===== src/include/fsq_map.svh =====
// Constants for the flash status and erase sequencer: command codes,
// status bit positions and timing counts.
// Assumes a 250 MHz system clock.
`ifndef FSQ_MAP_SVH
`define FSQ_MAP_SVH

// ********************************************************************
// Command codes
// ********************************************************************
`define FSQ_CMD_UNLOCK1 8'hAA
`define FSQ_CMD_UNLOCK2 8'h55
`define FSQ_CMD_PROGRAM 8'hA0
`define FSQ_CMD_ERASE_SETUP 8'h80
`define FSQ_CMD_BULK 8'h10
`define FSQ_CMD_SECTOR 8'h30
`define FSQ_CMD_BYPASS 8'h20
`define FSQ_CMD_BYPASS_EXIT1 8'h90
`define FSQ_CMD_BYPASS_EXIT2 8'h00

// ********************************************************************
// Status byte layout and widths
// ********************************************************************
`define FSQ_POLL_BIT 7
`define FSQ_TOGGLE_BIT 6
`define FSQ_ERROR_BIT 5
`define FSQ_WINDOW_BIT 3
`define FSQ_ADDR_W 16
`define FSQ_MAIN_ALL 8'hFF
`define FSQ_SEC_ALL 8'h0F
`define FSQ_RDATA_RESET 8'h00

// ********************************************************************
// Timing
// ********************************************************************
`define FSQ_CLK_PERIOD_PS 4000
`define FSQ_ERASE_WIN_US 80
`define FSQ_ERASE_WIN_CYCLES ((`FSQ_ERASE_WIN_US * 1000000) / `FSQ_CLK_PERIOD_PS)
`define FSQ_PROG_LIMIT_CYCLES 2000
`define FSQ_ERASE_LIMIT_CYCLES 250000
`define FSQ_TMR_W 24

`endif


===== src/include/fsq_pkg.sv =====
// Types shared by the flash status and erase sequencer.
// Assumes fsq_map.svh supplies the widths.
`include "fsq_map.svh"

package fsq_pkg;

  // ******************************************************************
  // Sequencer states
  // ******************************************************************
  typedef enum logic [3:0] {
    FSQ_READ, FSQ_UNL1, FSQ_UNL2, FSQ_PGM_ADDR, FSQ_ERS1, FSQ_ERS2,
    FSQ_ERS3, FSQ_BYP_EXIT, FSQ_PROG, FSQ_SECT_WIN, FSQ_ERASE, FSQ_FAIL
  } fsq_state_t;

  // ******************************************************************
  // Control toward the flash cell arrays
  // ******************************************************************
  typedef struct packed {
    logic prog;
    logic erase;
    logic bulk;
    logic arr;
    logic [7:0] sect_mask;
    logic [`FSQ_ADDR_W-1:0] addr;
    logic [7:0] data;
  } fsq_cell_ctl_t;

endpackage


===== src/fsq_flash_status_and_erase_sequencer.sv =====
// Program and erase sequencer for the two flash arrays with status reads.
// Assumes bus, sector selects and cell data all come from logic on clk_sys_in.
`timescale 1ns/1ps
`include "fsq_map.svh"

module fsq_flash_status_and_erase_sequencer import fsq_pkg::*; #(
  parameter int unsigned ERASE_WIN_CYCLES = `FSQ_ERASE_WIN_CYCLES,
  parameter int unsigned PROG_LIMIT_CYCLES = `FSQ_PROG_LIMIT_CYCLES,
  parameter int unsigned ERASE_LIMIT_CYCLES = `FSQ_ERASE_LIMIT_CYCLES
) (
  input wire logic clk_sys_in,
  input wire logic reset_n_in,
  input wire logic [`FSQ_ADDR_W-1:0] bus_addr_in,
  input wire logic [7:0] bus_wdata_in,
  input wire logic bus_wr_in,
  input wire logic bus_rd_in,
  output logic [7:0] bus_rdata_out,
  input wire logic [7:0] main_sector_select_in,
  input wire logic [3:0] secondary_sector_select_in,
  input wire logic [7:0] cell_rdata_in,
  input wire logic cell_verify_in,
  input wire logic ready_busy_enable_in,
  output fsq_cell_ctl_t cell_ctl_out,
  output logic ready_busy_pin_out,
  output logic ready_busy_pin_oe_out,
  output logic ready_busy_int_out
);

  // ******************************************************************
  // Elaboration checks
  // ******************************************************************
  if (ERASE_WIN_CYCLES < 1 || ERASE_WIN_CYCLES >= (1 << `FSQ_TMR_W) ||
      PROG_LIMIT_CYCLES < 1 || PROG_LIMIT_CYCLES >= (1 << `FSQ_TMR_W) ||
      ERASE_LIMIT_CYCLES < 1 || ERASE_LIMIT_CYCLES >= (1 << `FSQ_TMR_W)) begin : g_bad_count
    $error("fsq: timing count out of range");
  end

  // ******************************************************************
  // Functions
  // ******************************************************************
  function automatic logic [`FSQ_TMR_W-1:0] tmr_last(input int unsigned cyc);
    tmr_last = `FSQ_TMR_W'(cyc - 1);
  endfunction

  function automatic logic is_cmd(input logic [7:0] d, input logic [7:0] code);
    is_cmd = (d == code);
  endfunction

  // ******************************************************************
  // Decode of the current bus cycle
  // ******************************************************************
  fsq_state_t state_r;
  logic op_arr_r;
  logic [1:0] byp_r;
  logic [`FSQ_TMR_W-1:0] tmr_r;
  logic tog_r;
  logic fail_r;
  logic bulk_r;
  logic [7:0] mask_r;
  logic [7:0] data_r;
  logic [`FSQ_ADDR_W-1:0] addr_r;
  logic rb_r;
  logic prog_seq_r;

  logic any_sel;
  logic cur_arr;
  logic [7:0] cur_mask;
  logic op_hit;
  logic wr_go;
  logic wr_on;
  logic busy;
  logic status_mode;
  logic status_rd;
  logic bad_bits;
  logic prog_timeout;
  logic erase_timeout;
  logic win_expire;
  logic sect_add;
  logic [7:0] status_byte;

  assign any_sel = (|main_sector_select_in) | (|secondary_sector_select_in);
  // Secondary selects win only when no main select is active
  assign cur_arr = ~(|main_sector_select_in);
  assign cur_mask = cur_arr ? {4'h0, secondary_sector_select_in} : main_sector_select_in;
  assign op_hit = any_sel && (cur_arr == op_arr_r);
  assign wr_go = bus_wr_in && any_sel;
  assign wr_on = bus_wr_in && op_hit;
  assign busy = (state_r == FSQ_PROG) || (state_r == FSQ_SECT_WIN) ||
                (state_r == FSQ_ERASE);
  assign status_mode = busy || (state_r == FSQ_FAIL);
  assign status_rd = bus_rd_in && status_mode && op_hit;
  // A cleared cell cannot be set by programming
  assign bad_bits = |(bus_wdata_in & ~cell_rdata_in);
  assign prog_timeout = (state_r == FSQ_PROG) && !cell_verify_in &&
                        (tmr_r == tmr_last(PROG_LIMIT_CYCLES));
  assign erase_timeout = (state_r == FSQ_ERASE) && !cell_verify_in &&
                         (tmr_r == tmr_last(ERASE_LIMIT_CYCLES));
  assign win_expire = (state_r == FSQ_SECT_WIN) &&
                      (tmr_r == tmr_last(ERASE_WIN_CYCLES));
  assign sect_add = (state_r == FSQ_SECT_WIN) && wr_on &&
                    is_cmd(bus_wdata_in, `FSQ_CMD_SECTOR);

  // ******************************************************************
  // Instruction sequencer
  // ******************************************************************
  always_ff @(posedge clk_sys_in) begin
    if (!reset_n_in) begin
      state_r <= FSQ_READ;
    end else begin
      case (state_r)
        FSQ_READ: begin
          if (wr_go) begin
            if (byp_r[cur_arr]) begin
              // Only the short program and the exit pair are heard
              if (is_cmd(bus_wdata_in, `FSQ_CMD_PROGRAM)) begin
                state_r <= FSQ_PGM_ADDR;
              end else if (is_cmd(bus_wdata_in, `FSQ_CMD_BYPASS_EXIT1)) begin
                state_r <= FSQ_BYP_EXIT;
              end
            end else if (is_cmd(bus_wdata_in, `FSQ_CMD_UNLOCK1)) begin
              state_r <= FSQ_UNL1;
            end
          end
        end
        FSQ_UNL1: begin
          if (wr_on) begin
            state_r <= is_cmd(bus_wdata_in, `FSQ_CMD_UNLOCK2) ? FSQ_UNL2 : FSQ_READ;
          end
        end
        FSQ_UNL2: begin
          if (wr_on) begin
            if (is_cmd(bus_wdata_in, `FSQ_CMD_PROGRAM)) begin
              state_r <= FSQ_PGM_ADDR;
            end else if (is_cmd(bus_wdata_in, `FSQ_CMD_ERASE_SETUP)) begin
              state_r <= FSQ_ERS1;
            end else begin
              state_r <= FSQ_READ;
            end
          end
        end
        FSQ_PGM_ADDR: begin
          if (wr_on) begin
            state_r <= bad_bits ? FSQ_FAIL : FSQ_PROG;
          end
        end
        FSQ_ERS1: begin
          if (wr_on) begin
            state_r <= is_cmd(bus_wdata_in, `FSQ_CMD_UNLOCK1) ? FSQ_ERS2 : FSQ_READ;
          end
        end
        FSQ_ERS2: begin
          if (wr_on) begin
            state_r <= is_cmd(bus_wdata_in, `FSQ_CMD_UNLOCK2) ? FSQ_ERS3 : FSQ_READ;
          end
        end
        FSQ_ERS3: begin
          if (wr_on) begin
            if (is_cmd(bus_wdata_in, `FSQ_CMD_BULK)) begin
              state_r <= FSQ_ERASE;
            end else if (is_cmd(bus_wdata_in, `FSQ_CMD_SECTOR)) begin
              state_r <= FSQ_SECT_WIN;
            end else begin
              state_r <= FSQ_READ;
            end
          end
        end
        FSQ_BYP_EXIT: begin
          if (wr_on) begin
            state_r <= FSQ_READ;
          end
        end
        FSQ_PROG: begin
          if (cell_verify_in) begin
            state_r <= FSQ_READ;
          end else if (prog_timeout) begin
            state_r <= FSQ_FAIL;
          end
        end
        FSQ_SECT_WIN: begin
          if (win_expire && !sect_add) begin
            state_r <= FSQ_ERASE;
          end
        end
        FSQ_ERASE: begin
          // Writes are not looked at here, so nothing can break in
          if (cell_verify_in) begin
            state_r <= FSQ_READ;
          end else if (erase_timeout) begin
            state_r <= FSQ_FAIL;
          end
        end
        // Failure holds its status until reset; the flash reset command
        // that would clear it lives elsewhere
        FSQ_FAIL: begin
          state_r <= FSQ_FAIL;
        end
        default: begin
          state_r <= FSQ_READ;
        end
      endcase
    end
  end

  // ******************************************************************
  // Target array of the running sequence
  // ******************************************************************
  always_ff @(posedge clk_sys_in) begin
    if (!reset_n_in) begin
      op_arr_r <= 1'b0;
    end else if (state_r == FSQ_READ && wr_go) begin
      op_arr_r <= cur_arr;
    end
  end

  // ******************************************************************
  // Bypass mode flags, one per array
  // ******************************************************************
  always_ff @(posedge clk_sys_in) begin
    if (!reset_n_in) begin
      byp_r <= 2'b00;
    end else if (state_r == FSQ_UNL2 && wr_on &&
                 is_cmd(bus_wdata_in, `FSQ_CMD_BYPASS)) begin
      byp_r[op_arr_r] <= 1'b1;
    end else if (state_r == FSQ_BYP_EXIT && wr_on &&
                 is_cmd(bus_wdata_in, `FSQ_CMD_BYPASS_EXIT2)) begin
      byp_r[op_arr_r] <= 1'b0;
    end
  end

  // ******************************************************************
  // Operation parameters
  // ******************************************************************
  always_ff @(posedge clk_sys_in) begin
    if (!reset_n_in) begin
      addr_r <= '0;
      data_r <= 8'h00;
    end else if (state_r == FSQ_PGM_ADDR && wr_on) begin
      addr_r <= bus_addr_in;
      data_r <= bus_wdata_in;
    end
  end

  always_ff @(posedge clk_sys_in) begin
    if (!reset_n_in) begin
      mask_r <= 8'h00;
      bulk_r <= 1'b0;
    end else if (state_r == FSQ_ERS3 && wr_on) begin
      bulk_r <= is_cmd(bus_wdata_in, `FSQ_CMD_BULK);
      if (is_cmd(bus_wdata_in, `FSQ_CMD_BULK)) begin
        mask_r <= op_arr_r ? `FSQ_SEC_ALL : `FSQ_MAIN_ALL;
      end else begin
        mask_r <= cur_mask;
      end
    end else if (sect_add) begin
      mask_r <= mask_r | cur_mask;
    end
  end

  // ******************************************************************
  // Timer for window and time limits
  // ******************************************************************
  always_ff @(posedge clk_sys_in) begin
    if (!reset_n_in) begin
      tmr_r <= '0;
    end else if (!busy || sect_add || win_expire) begin
      // Each accepted 30h restarts the window
      tmr_r <= '0;
    end else begin
      tmr_r <= tmr_r + `FSQ_TMR_W'(1);
    end
  end

  // ******************************************************************
  // Status flags
  // ******************************************************************
  always_ff @(posedge clk_sys_in) begin
    if (!reset_n_in) begin
      tog_r <= 1'b0;
    end else if (status_rd) begin
      tog_r <= ~tog_r;
    end
  end

  always_ff @(posedge clk_sys_in) begin
    if (!reset_n_in) begin
      fail_r <= 1'b0;
    end else if ((state_r == FSQ_PGM_ADDR && wr_on && bad_bits) ||
                 prog_timeout || erase_timeout) begin
      fail_r <= 1'b1;
    end
  end

  always_comb begin
    status_byte = 8'h00;
    status_byte[`FSQ_POLL_BIT] = (bulk_r || state_r == FSQ_SECT_WIN ||
                                  state_r == FSQ_ERASE || mask_r != 8'h00) &&
                                 (state_r != FSQ_PROG) && !prog_seq_r ? 1'b0 :
                                 ~data_r[7];
    status_byte[`FSQ_TOGGLE_BIT] = tog_r;
    status_byte[`FSQ_ERROR_BIT] = fail_r;
    status_byte[`FSQ_WINDOW_BIT] = (state_r != FSQ_SECT_WIN) && !prog_seq_r;
  end

  // Remembers whether the last operation was a program, for the poll bit
  always_ff @(posedge clk_sys_in) begin
    if (!reset_n_in) begin
      prog_seq_r <= 1'b0;
    end else if (state_r == FSQ_PGM_ADDR && wr_on) begin
      prog_seq_r <= 1'b1;
    end else if (state_r == FSQ_ERS3 && wr_on) begin
      prog_seq_r <= 1'b0;
    end
  end

  // ******************************************************************
  // Read data
  // ******************************************************************
  always_ff @(posedge clk_sys_in) begin
    if (!reset_n_in) begin
      bus_rdata_out <= `FSQ_RDATA_RESET;
    end else if (status_rd) begin
      bus_rdata_out <= status_byte;
    end else if (bus_rd_in) begin
      bus_rdata_out <= cell_rdata_in;
    end else begin
      bus_rdata_out <= `FSQ_RDATA_RESET;
    end
  end

  // ******************************************************************
  // Ready/busy and cell control
  // ******************************************************************
  always_ff @(posedge clk_sys_in) begin
    if (!reset_n_in) begin
      rb_r <= 1'b1;
    end else begin
      rb_r <= ~busy;
    end
  end

  assign ready_busy_pin_out = rb_r;
  assign ready_busy_pin_oe_out = ready_busy_enable_in;
  // Internal copy ignores pin routing
  assign ready_busy_int_out = rb_r;

  assign cell_ctl_out.prog = (state_r == FSQ_PROG);
  assign cell_ctl_out.erase = (state_r == FSQ_ERASE);
  assign cell_ctl_out.bulk = bulk_r;
  assign cell_ctl_out.arr = op_arr_r;
  assign cell_ctl_out.sect_mask = mask_r;
  assign cell_ctl_out.addr = addr_r;
  assign cell_ctl_out.data = data_r;
endmodule


===== config.mk =====
export PLATFORM = sky130hd
export DESIGN_NAME = fsq_flash_status_and_erase_sequencer
export DESIGN_NICKNAME = d
export VERILOG_FILES = /design/src/include/fsq_pkg.sv /design/src/fsq_flash_status_and_erase_sequencer.sv
export VERILOG_INCLUDE_DIRS = /design/src /design/src/include
export SDC_FILE = /design/constraint.sdc
export NUM_CORES = 1
export LEC_CHECK = 0
export BUFFER_PORTS_ARGS = -buffer_cell sky130_fd_sc_hd__buf_2
export CORE_MARGIN = 10
export CORE_UTILIZATION = 40
export CTS_CLUSTER_DIAMETER = 80
export DETAILED_ROUTE_END_ITERATION = 6
export GPL_TIMING_DRIVEN = 0
export MAX_ROUTING_LAYER = met4
export PLACE_DENSITY = 0.66
export SYNTH_ARGS = -nofsm -noshare
export SYNTH_HDL_FRONTEND = slang
export SYNTH_SLANG_ARGS = --single-unit

===== constraint.sdc =====
create_clock -name clk_sys_in -period 2.5 [get_ports clk_sys_in]
set_clock_uncertainty 0.2 [all_clocks]
set_input_delay 0.125 -clock clk_sys_in [delete_from_list [all_inputs] [get_ports clk_sys_in]]
set_output_delay 0.125 -clock clk_sys_in [all_outputs]
set_load 0.02 [all_outputs]

==> results of run 1 <==
## layer usage
layer,vias up,global-route usage
met2,139,0.2723
met3,17,0.03307
li1,1931,-
met5,-,-
met1,1806,0.2166
met4,0,0.07095
## metrics by stage
step,hold slack [ns],utilization,area (um^2)
2_1_floorplan,0.04671,-,3650
3_3_place_gp,0.1530,0.4827,4250
3_5_place_dp,0.1487,0.4827,4250
6_report,0.08414,0.5735,5050
4_1_cts,0.05349,0.5635,4962
5_1_grt,0.1062,0.5735,5050
## cells in the final DEF, fill, tap and decap left out, types with 4 or more instances in the layout
cell,count
nand2_1,70
clkbuf_1,12
nor2b_1,4
clkbuf_8,10
nor4_1,7
a21oi_1,43
nor2_1,51
o21ai_0,5
o221a_1,4
nand3_1,20
xor2_1,13
nand4_1,8
buf_2,96
buf_4,10
nor3_1,14
dfxtp_2,5
and3_1,7
and2_1,8
xnor2_1,11
inv_1,14
dfxtp_1,71
dlygate4sd3_1,48
a211oi_1,4
or4_1,4
o22ai_1,6
or3_1,6
## final timing paths
| path | endpoint | slack (ns) | depth (start not counted) |
|---|---|---|---|
| setup / recovery | state_r[2]$_SDFFE_PN0P_ | 0.11 | 7 |
| hold / removal | mask_r[4]$_SDFFE_PN0P_ | 0.08 | 4 |
| setup reg to reg | state_r[2]$_SDFFE_PN0P_ | 0.11 | 7 |
| hold reg to reg | tmr_r[0]$_SDFF_PP0_ | 0.23 | 1 |
## state kept, by name (all words and copies together) (netlist names), 4 cells and up, named ones only
signal / flops
addr_r: 16
data_r: 8
mask_r: 8
tmr_r: 24
bus_rdata_out: 8
state_r: 4
## power by group through the flow
stage	combinational, mW	sequential, mW	clock (mW)
5_1_grt	0.945	1.33	1.02
3_3_place_gp	0.760	1.34	0
4_1_cts	0.829	1.31	0.974
6_report	0.857	1.32	0.958
3_5_place_dp	0.762	1.34	0
2_1_floorplan	0.514	1.35	0
## what timing repair did
action / 4_1_cts / 5_1_grt
endpoints found under the hold margin: 43 / 0
setup buffers: 1 / 5
setup endpoints to repair: 8 / 28
cloned: 0 / 0
hold buffers: 48 / 0
resized for setup: 5 / 18
pin swaps: 0 / 2
## logic make-up after synthesis
logic type | count (synthesis) | share of synthesized area
and+or+nand+nor | 228 | 0.3161
AOI/OAI and AO/OA | 86 | 0.1526
DFF | 76 | 0.4169
buffers and inverters | 36 | 0.04216
xor gates and xnor gates | 24 | 0.05759
muxes | 4 | 0.01131
adders and majority gates | 1 | 0.003428
## area by class of cell
type / count / area [um^2]
Fill cell: 801 / 3756
Multi-Input combinational cell: 343 / 2037
Sequential cell: 76 / 1528
Timing Repair Buffer: 147 / 991.0
Clock buffer: 10 / 137.6
Tap cell: 108 / 135.1
Buffer: 22 / 105.1
Clock inverter: 6 / 63.81
Inverter: 14 / 52.55
## worst max-delay path, stage by stage (launching register included)
cell	delay [ns]
dfxtp_1	0.31
buf_2	0.18
and4bb_2	0.28
nand3_1	0.07
or4_4	0.44
a211o_1	0.32
or2_1	0.28
o221a_1	0.21
==> summary.md, run 1 <==
| Metric | Value |
|---|---|
| Status | finished clean |
| Area Overhead vs Synth | 38.36% |
| Yosys top cell by area | dfxtp_1 |
| Worst Hold Class | in -> reg |
| Synth top area cells | dfxtp_1 (42%), nand2_1 (7.2%), a21oi_1 (5.9%) |
| Final total power | 3.133 mW |
| Combinational power share | 0.274 |
| Minimum clock period | approximately 2.4 ns |
| Final Max Tran Viols | 0 |
| CTS tree | done |
| Crit Path Class | reg -> reg |
| Top-level I/O count | 97 |
| Non-filler instance count after layout | roughly 730 |
| Root Driver | clkbuf_8 |
| Synth Net Count | 506 |
| Initial antenna violation count | 0 |
| Site row count | 34 |
| Worst hold start | main_sector_select_in[4] |
| Switching share of power | 0.3287 |
| CTS Buffer Depth | 2 |
| Sequential share of power | 0.420 |
| PortBufs | 93 |
| Top cell type's share of synthesized area | 0.4169 |
| Max VDD drop | 0.2983 mV |
| Met3 WL post-DR | approximately 710 um |
| Crit start category | flip-flop |
| CTS H-Tree Depth | 3 |
| CTS buffer count | 9 |
| Post-Syn Area | 0.003650 mm^2 |
| Clock latency on the worst-skew pair | 0.35 ns |
| Total core area | 0.008806 mm^2 |
| FMAX | 417.9 MHz |
| Largest net degree at the start of global routing | 14 |
| Synth Register Bits | 76 |
| Placed instance count | 656 |
| Fin crit share | 0.9571 |
| Post-DRT Antenna Nets | 0 |
| Antenna Diode Count | 0 |
| Number of synthesized flops with an enable pin | 0 |
| Clock power frac | 0.306 |
| Final WL | 11.62 mm |
| Vias | 3,893 |
| Clock sinks | 76 |
| CP Capture Type | flip-flop |
| Unrepaired setup endpoints after global routing | true |
| Clock slew at reported path FFs | 0.08 ns |
| DR iter-0 viols | between 300 and 400 |
| Avg Cell Area, Syn | 8.021 um^2 |
| Int Pwr | 2.103 mW |
| Top layer reached by signal wires | met4 |
| Worst reg2reg startpoint | state_r[3]$_SDFFE_PN0P_ |
| Mapped Cells | 455 |
| GRT Util Overall | 0.1743 |
| Async S/R FF share, synth | 0 |
| Die ar. | 0.01334 mm^2 |
| Placer congestion estimate | a little over 0.9 |
| WL/cell | 16.01 um |
| Vias/cell | 5.362 |
| Share of post-route cells with drive strength above 1 | 0.2443 |
| CP startpoint | state_r[3]$_SDFFE_PN0P_ |
| DRC violations left | 0 |
| WP data required | 2.54 ns |
| Register area share after synthesis | 0.4169 |
| GRT overflow | 0 |
| Pre-CTS setup slack | -0.2991 ns |
| Setup TNS | 0 ns |
| Top-count cell post-synth | dfxtp_1 |
| DP Wirelength | about 8.4 mm |
| # nets final | 664 |
| Leakage | between 2 and 2.5 nW |
| Synth Flop Type | dfxtp_1 |
| Drt first pass iters | 6 |
| Number of global-route vias before repair | 3,773 |
| Relative slew slack | 0.5442 |
| Post-synth cell types | 58 |
| Die Y | between 100 and 150 um |
| Max FO, Critical Path | 9 |
| Warnings, synthesis | 0 |
| Pwr/cell area | 620.4 mW/mm^2 |
| Final setup fails | 0 |
| Worst Max-Slew Pin Slew | 0.6774 ns |
| Effective utilization at floorplan | 0.4145 |
| Worst EP arrival | ~2.4 ns |
| Die Width | between 100 and 150 um |
| P_sw | just over 1 mW |
| Max-cap viol count | 0 |
| Hold Vio Cnt, Final | 0 |
| First-pass GRT wire length | 18.35 mm |
| WL met1 | 5.300 mm |
| WL met2 | 5.374 mm |
| Commonest cells in the netlist | dfxtp_1 (76), nand2_1 (70), nor2_1 (51) |
| Final worst slack | 0.1072 ns |
(Power assumes the default switching activity.)
==> run 2, diff against run 1 <==
- CORE_MARGIN: 10 -> 2
- PLACE_DENSITY: 0.66 -> not set
- clock period: 2.5 -> 2.9 ns (I/O delays scaled with it)
==> summary.md, run 2 (same netlist as run 1, synthesis figures left out) <==
| Metric | Value |
|---|---|
| DP Wirelength | 7.814 mm (-7.1%) |
| GR Util met3 | 0.04006 (+0.006981) |
| Status | finished clean |
| # nets final | 656 (-1.2%) |
| Worst Path Buf+Inv | 2 (+1) |
| Vias | 3,848 (-1.2%) |
| Max reg flops | 24 (unchanged) |
| CTS buffer count | 9 (unchanged) |
| PortBufs | 93 (unchanged) |
| Die Y | 99.52 um (-14%) |
| Clock latency on the worst-skew pair | 0.35 ns (about the same) |
| Reg-to-Reg End | mask_r[4]$_SDFFE_PN0P_ |
| Fillers | 824 (+2.9%) |
| Antenna Diode Count | 0 (unchanged) |
| WP data required | 2.95 ns (+0.41 ns) |
| Worst hold start | secondary_sector_select_in[1] |
| Final WL | 10.71 mm (-7.9%) |
| Crit Path Class | in -> reg |
| DR iter-0 viols | 136 (-56%) |
| Drt first pass iters | 5 (-1) |
| Setup Buffers After CTS | 0 (-1) |
| Die Width | 99.52 um (-14%) |
| Minimum clock period | 2.717 ns |
| Total core area | 0.008806 mm^2 (unchanged) |
| Max FO, Critical Path | 5 (-4) |
| First-pass GRT wire length | 17.39 mm (-5.3%) |
| Die ar. | 0.009904 mm^2 (-26%) |
| CP max stage delay | 0.57 ns (+0.13 ns) |
| Hold-critical path depth | 3 (-1) |
| Util after Layout | 0.5598 (-0.01364) |
| Multi-input gate area | 0.001983 mm^2 (-2.6%) |
| Clock slew at reported path FFs | 0.08 ns (about the same) |
| CTS tree | done |
| Regs by FF count | tmr_r (24), addr_r (16) |
| Min Hold Slack | 0.02330 ns (-0.06085 ns) |
| Max-cap viol count | 0 (unchanged) |
| Share of post-route cells with drive strength above 1 | 0.2098 (-0.03450) |
| Worst reg2reg startpoint | state_r[2]$_SDFFE_PN0P_ |
| FMAX | 368.0 MHz |
| GRT Util Overall | 0.2241 (+0.04987) |
| Crit start category | input pin |
| Placed instance count | 656 (unchanged) |
| Hold Crit Endpoint | mask_r[1]$_SDFFE_PN0P_ |
| Unrepaired setup endpoints after global routing | false |
| Non-filler instance count after layout | 718 (-1.1%) |
| Vias/cell | 5.359 (about the same) |
| Placer congestion estimate | 0.8708 (-6.3%) |
| Seq. cell area | 0.001521 mm^2 (-0.41%) |
| Commonest non-fill, non-tap cell in the layout | buf_2 |
| Commonest cells after routing, fill and taps aside | buf_2 (96), dfxtp_1 (76), nand2_1 (70), nor2_1 (51), dlygate4sd3_1 (46) |
| Clock sinks | 76 (unchanged) |
| WL/cell | 14.91 um (-6.8%) |
| Final setup fails | 0 (unchanged) |
| Worst Hold Class | in -> reg |
| R2R depth | 5 (-2) |
| Fin crit share | 0.9370 |
| GRT overflow | 0 (unchanged) |
| Worst-path cell chain | dlygate4sd3_1 > buf_2 > or4_1 > nor3_2 > o21ai_1 > nor2b_2 > mux2_2 > o221a_1 |
| Final Max Tran Viols | 0 (unchanged) |
| Setup TNS | 0 ns (unchanged) |
| Reg with most FFs | tmr_r |
| CTS Buffer Depth | 2 (unchanged) |
| Hold Vio Cnt, Final | 0 (unchanged) |
| Reg2Reg Setup Slack | 0.21 ns (+0.10 ns) |
| Effective utilization at floorplan | 0.4145 (unchanged) |
| Leakage | 1.952 nW (-2.9%) |
| Met2 Resource Use GR | 0.3285 (+0.05617) |
| Area Overhead vs Synth | 35.07% |
| Initial antenna violation count | 0 (unchanged) |
| Pwr/cell area | 550.9 mW/mm^2 (-11%) |
| Number of global-route vias before repair | 3,662 (-2.9%) |
| Largest net degree at the start of global routing | 14 (unchanged) |
| Relative slew slack | 0.4805 (-0.06370) |
| Site row count | 34 (unchanged) |
| Root Driver | clkbuf_8 |
| Global routing's busiest layer | met2 |
| Worst EP arrival | 2.77 ns (+0.33 ns) |
| Post-DRT Antenna Nets | 0 (unchanged) |
| Worst Max-Slew Pin Slew | 0.7721 ns (+0.09468 ns) |
| DRC violations left | 0 (unchanged) |
| Max VDD drop | 0.2129 mV (-29%) |
| Worst path slowest cell | or4_1 |
| CP top delay family | simple AND/OR/NAND/NOR gates |
| Top-level I/O count | 97 (unchanged) |
| Met1 Use GR | 0.3085 (+0.09188) |
| CP Capture Type | flip-flop |
| CTS H-Tree Depth | 3 (unchanged) |
==> run 2: changes by cell type in the layout (fill, tap and decap cells not counted), moves of 2 or more <==
cell | before | now
buf_4 | 10 | 4
clkbuf_1 | 12 | 15
clkbuf_2 | 3 | 0
dfxtp_1 | 71 | 76
dfxtp_2 | 5 | 0
dlygate4sd3_1 | 48 | 46
nor3b_1 | 1 | 3
nor4_1 | 7 | 10
nor4_2 | 3 | 0
==> run 2: worst register-to-register path: cells and delay by family, from the launching register on <==
family                 cells  cell delay [ns]
buffers and inverters      1             0.37
DFF                        1             0.36
and+or+nand+nor            1             0.57
AOI/OAI and AO/OA          3             1.09
==> run 2: how the worst max path moves through the flow <==
stage	startpoint	end	slack (ns)	cells past startpoint
floorplan	main_sector_select_in[0]	mask_r[7]$_SDFFE_PN0P_	0.53	6
global placement	state_r[2]$_SDFFE_PN0P_	mask_r[4]$_SDFFE_PN0P_	0.005	5
detailed placement	state_r[2]$_SDFFE_PN0P_	mask_r[4]$_SDFFE_PN0P_	0.02	5
CTS	state_r[2]$_SDFFE_PN0P_	mask_r[4]$_SDFFE_PN0P_	0.04	5
global route	state_r[2]$_SDFFE_PN0P_	mask_r[6]$_SDFFE_PN0P_	0.007	6
finish	bus_wdata_in[0]	mask_r[7]$_SDFFE_PN0P_	0.18	8
==> run 2: through the flow <==
stage	total power, mW	area, um^2	setup slack, ns
final	2.716	4930	0.1826
after global routing	2.852	4930	0.006972
after CTS	2.723	4921	0.04350
after detailed placement	1.818	4250	0.02468
after global placement	1.819	4250	0.004698
after floorplan	1.611	3650	0.5255
==> run 2: routing by layer <==
metal	part of all wire	up-vias
li1	-	1913
met1	0.49	1777
met2	0.44	145
met3	0.057	13
met4	0.014	0
met5	0	-
==> run 2: layout make-up <==
class,instances,area share
Sequential cell,76,0.3086
Clock inverter,5,0.01193
Inverter,14,0.01066
Timing Repair Buffer,139,0.1878
Clock buffer,11,0.03071
Tap cell,108,0.02741
Multi-Input combinational cell,343,0.4023
Buffer,22,0.02056
==> run 2: report_power, final <==
part           total, mW  leakage (nW)  internal (mW)  switching [mW]
clock              0.854         0.102          0.446           0.408
sequential          1.13         0.614           1.09          0.0399
combinational      0.729          1.24          0.291           0.438
total               2.72          1.95           1.83           0.886
==> run 2: repair_timing <==
action	CTS	global route
resized for setup	0	2
endpoints found under the setup margin	0	4
hold buffers	46	0
hold endpoints to repair	41	0
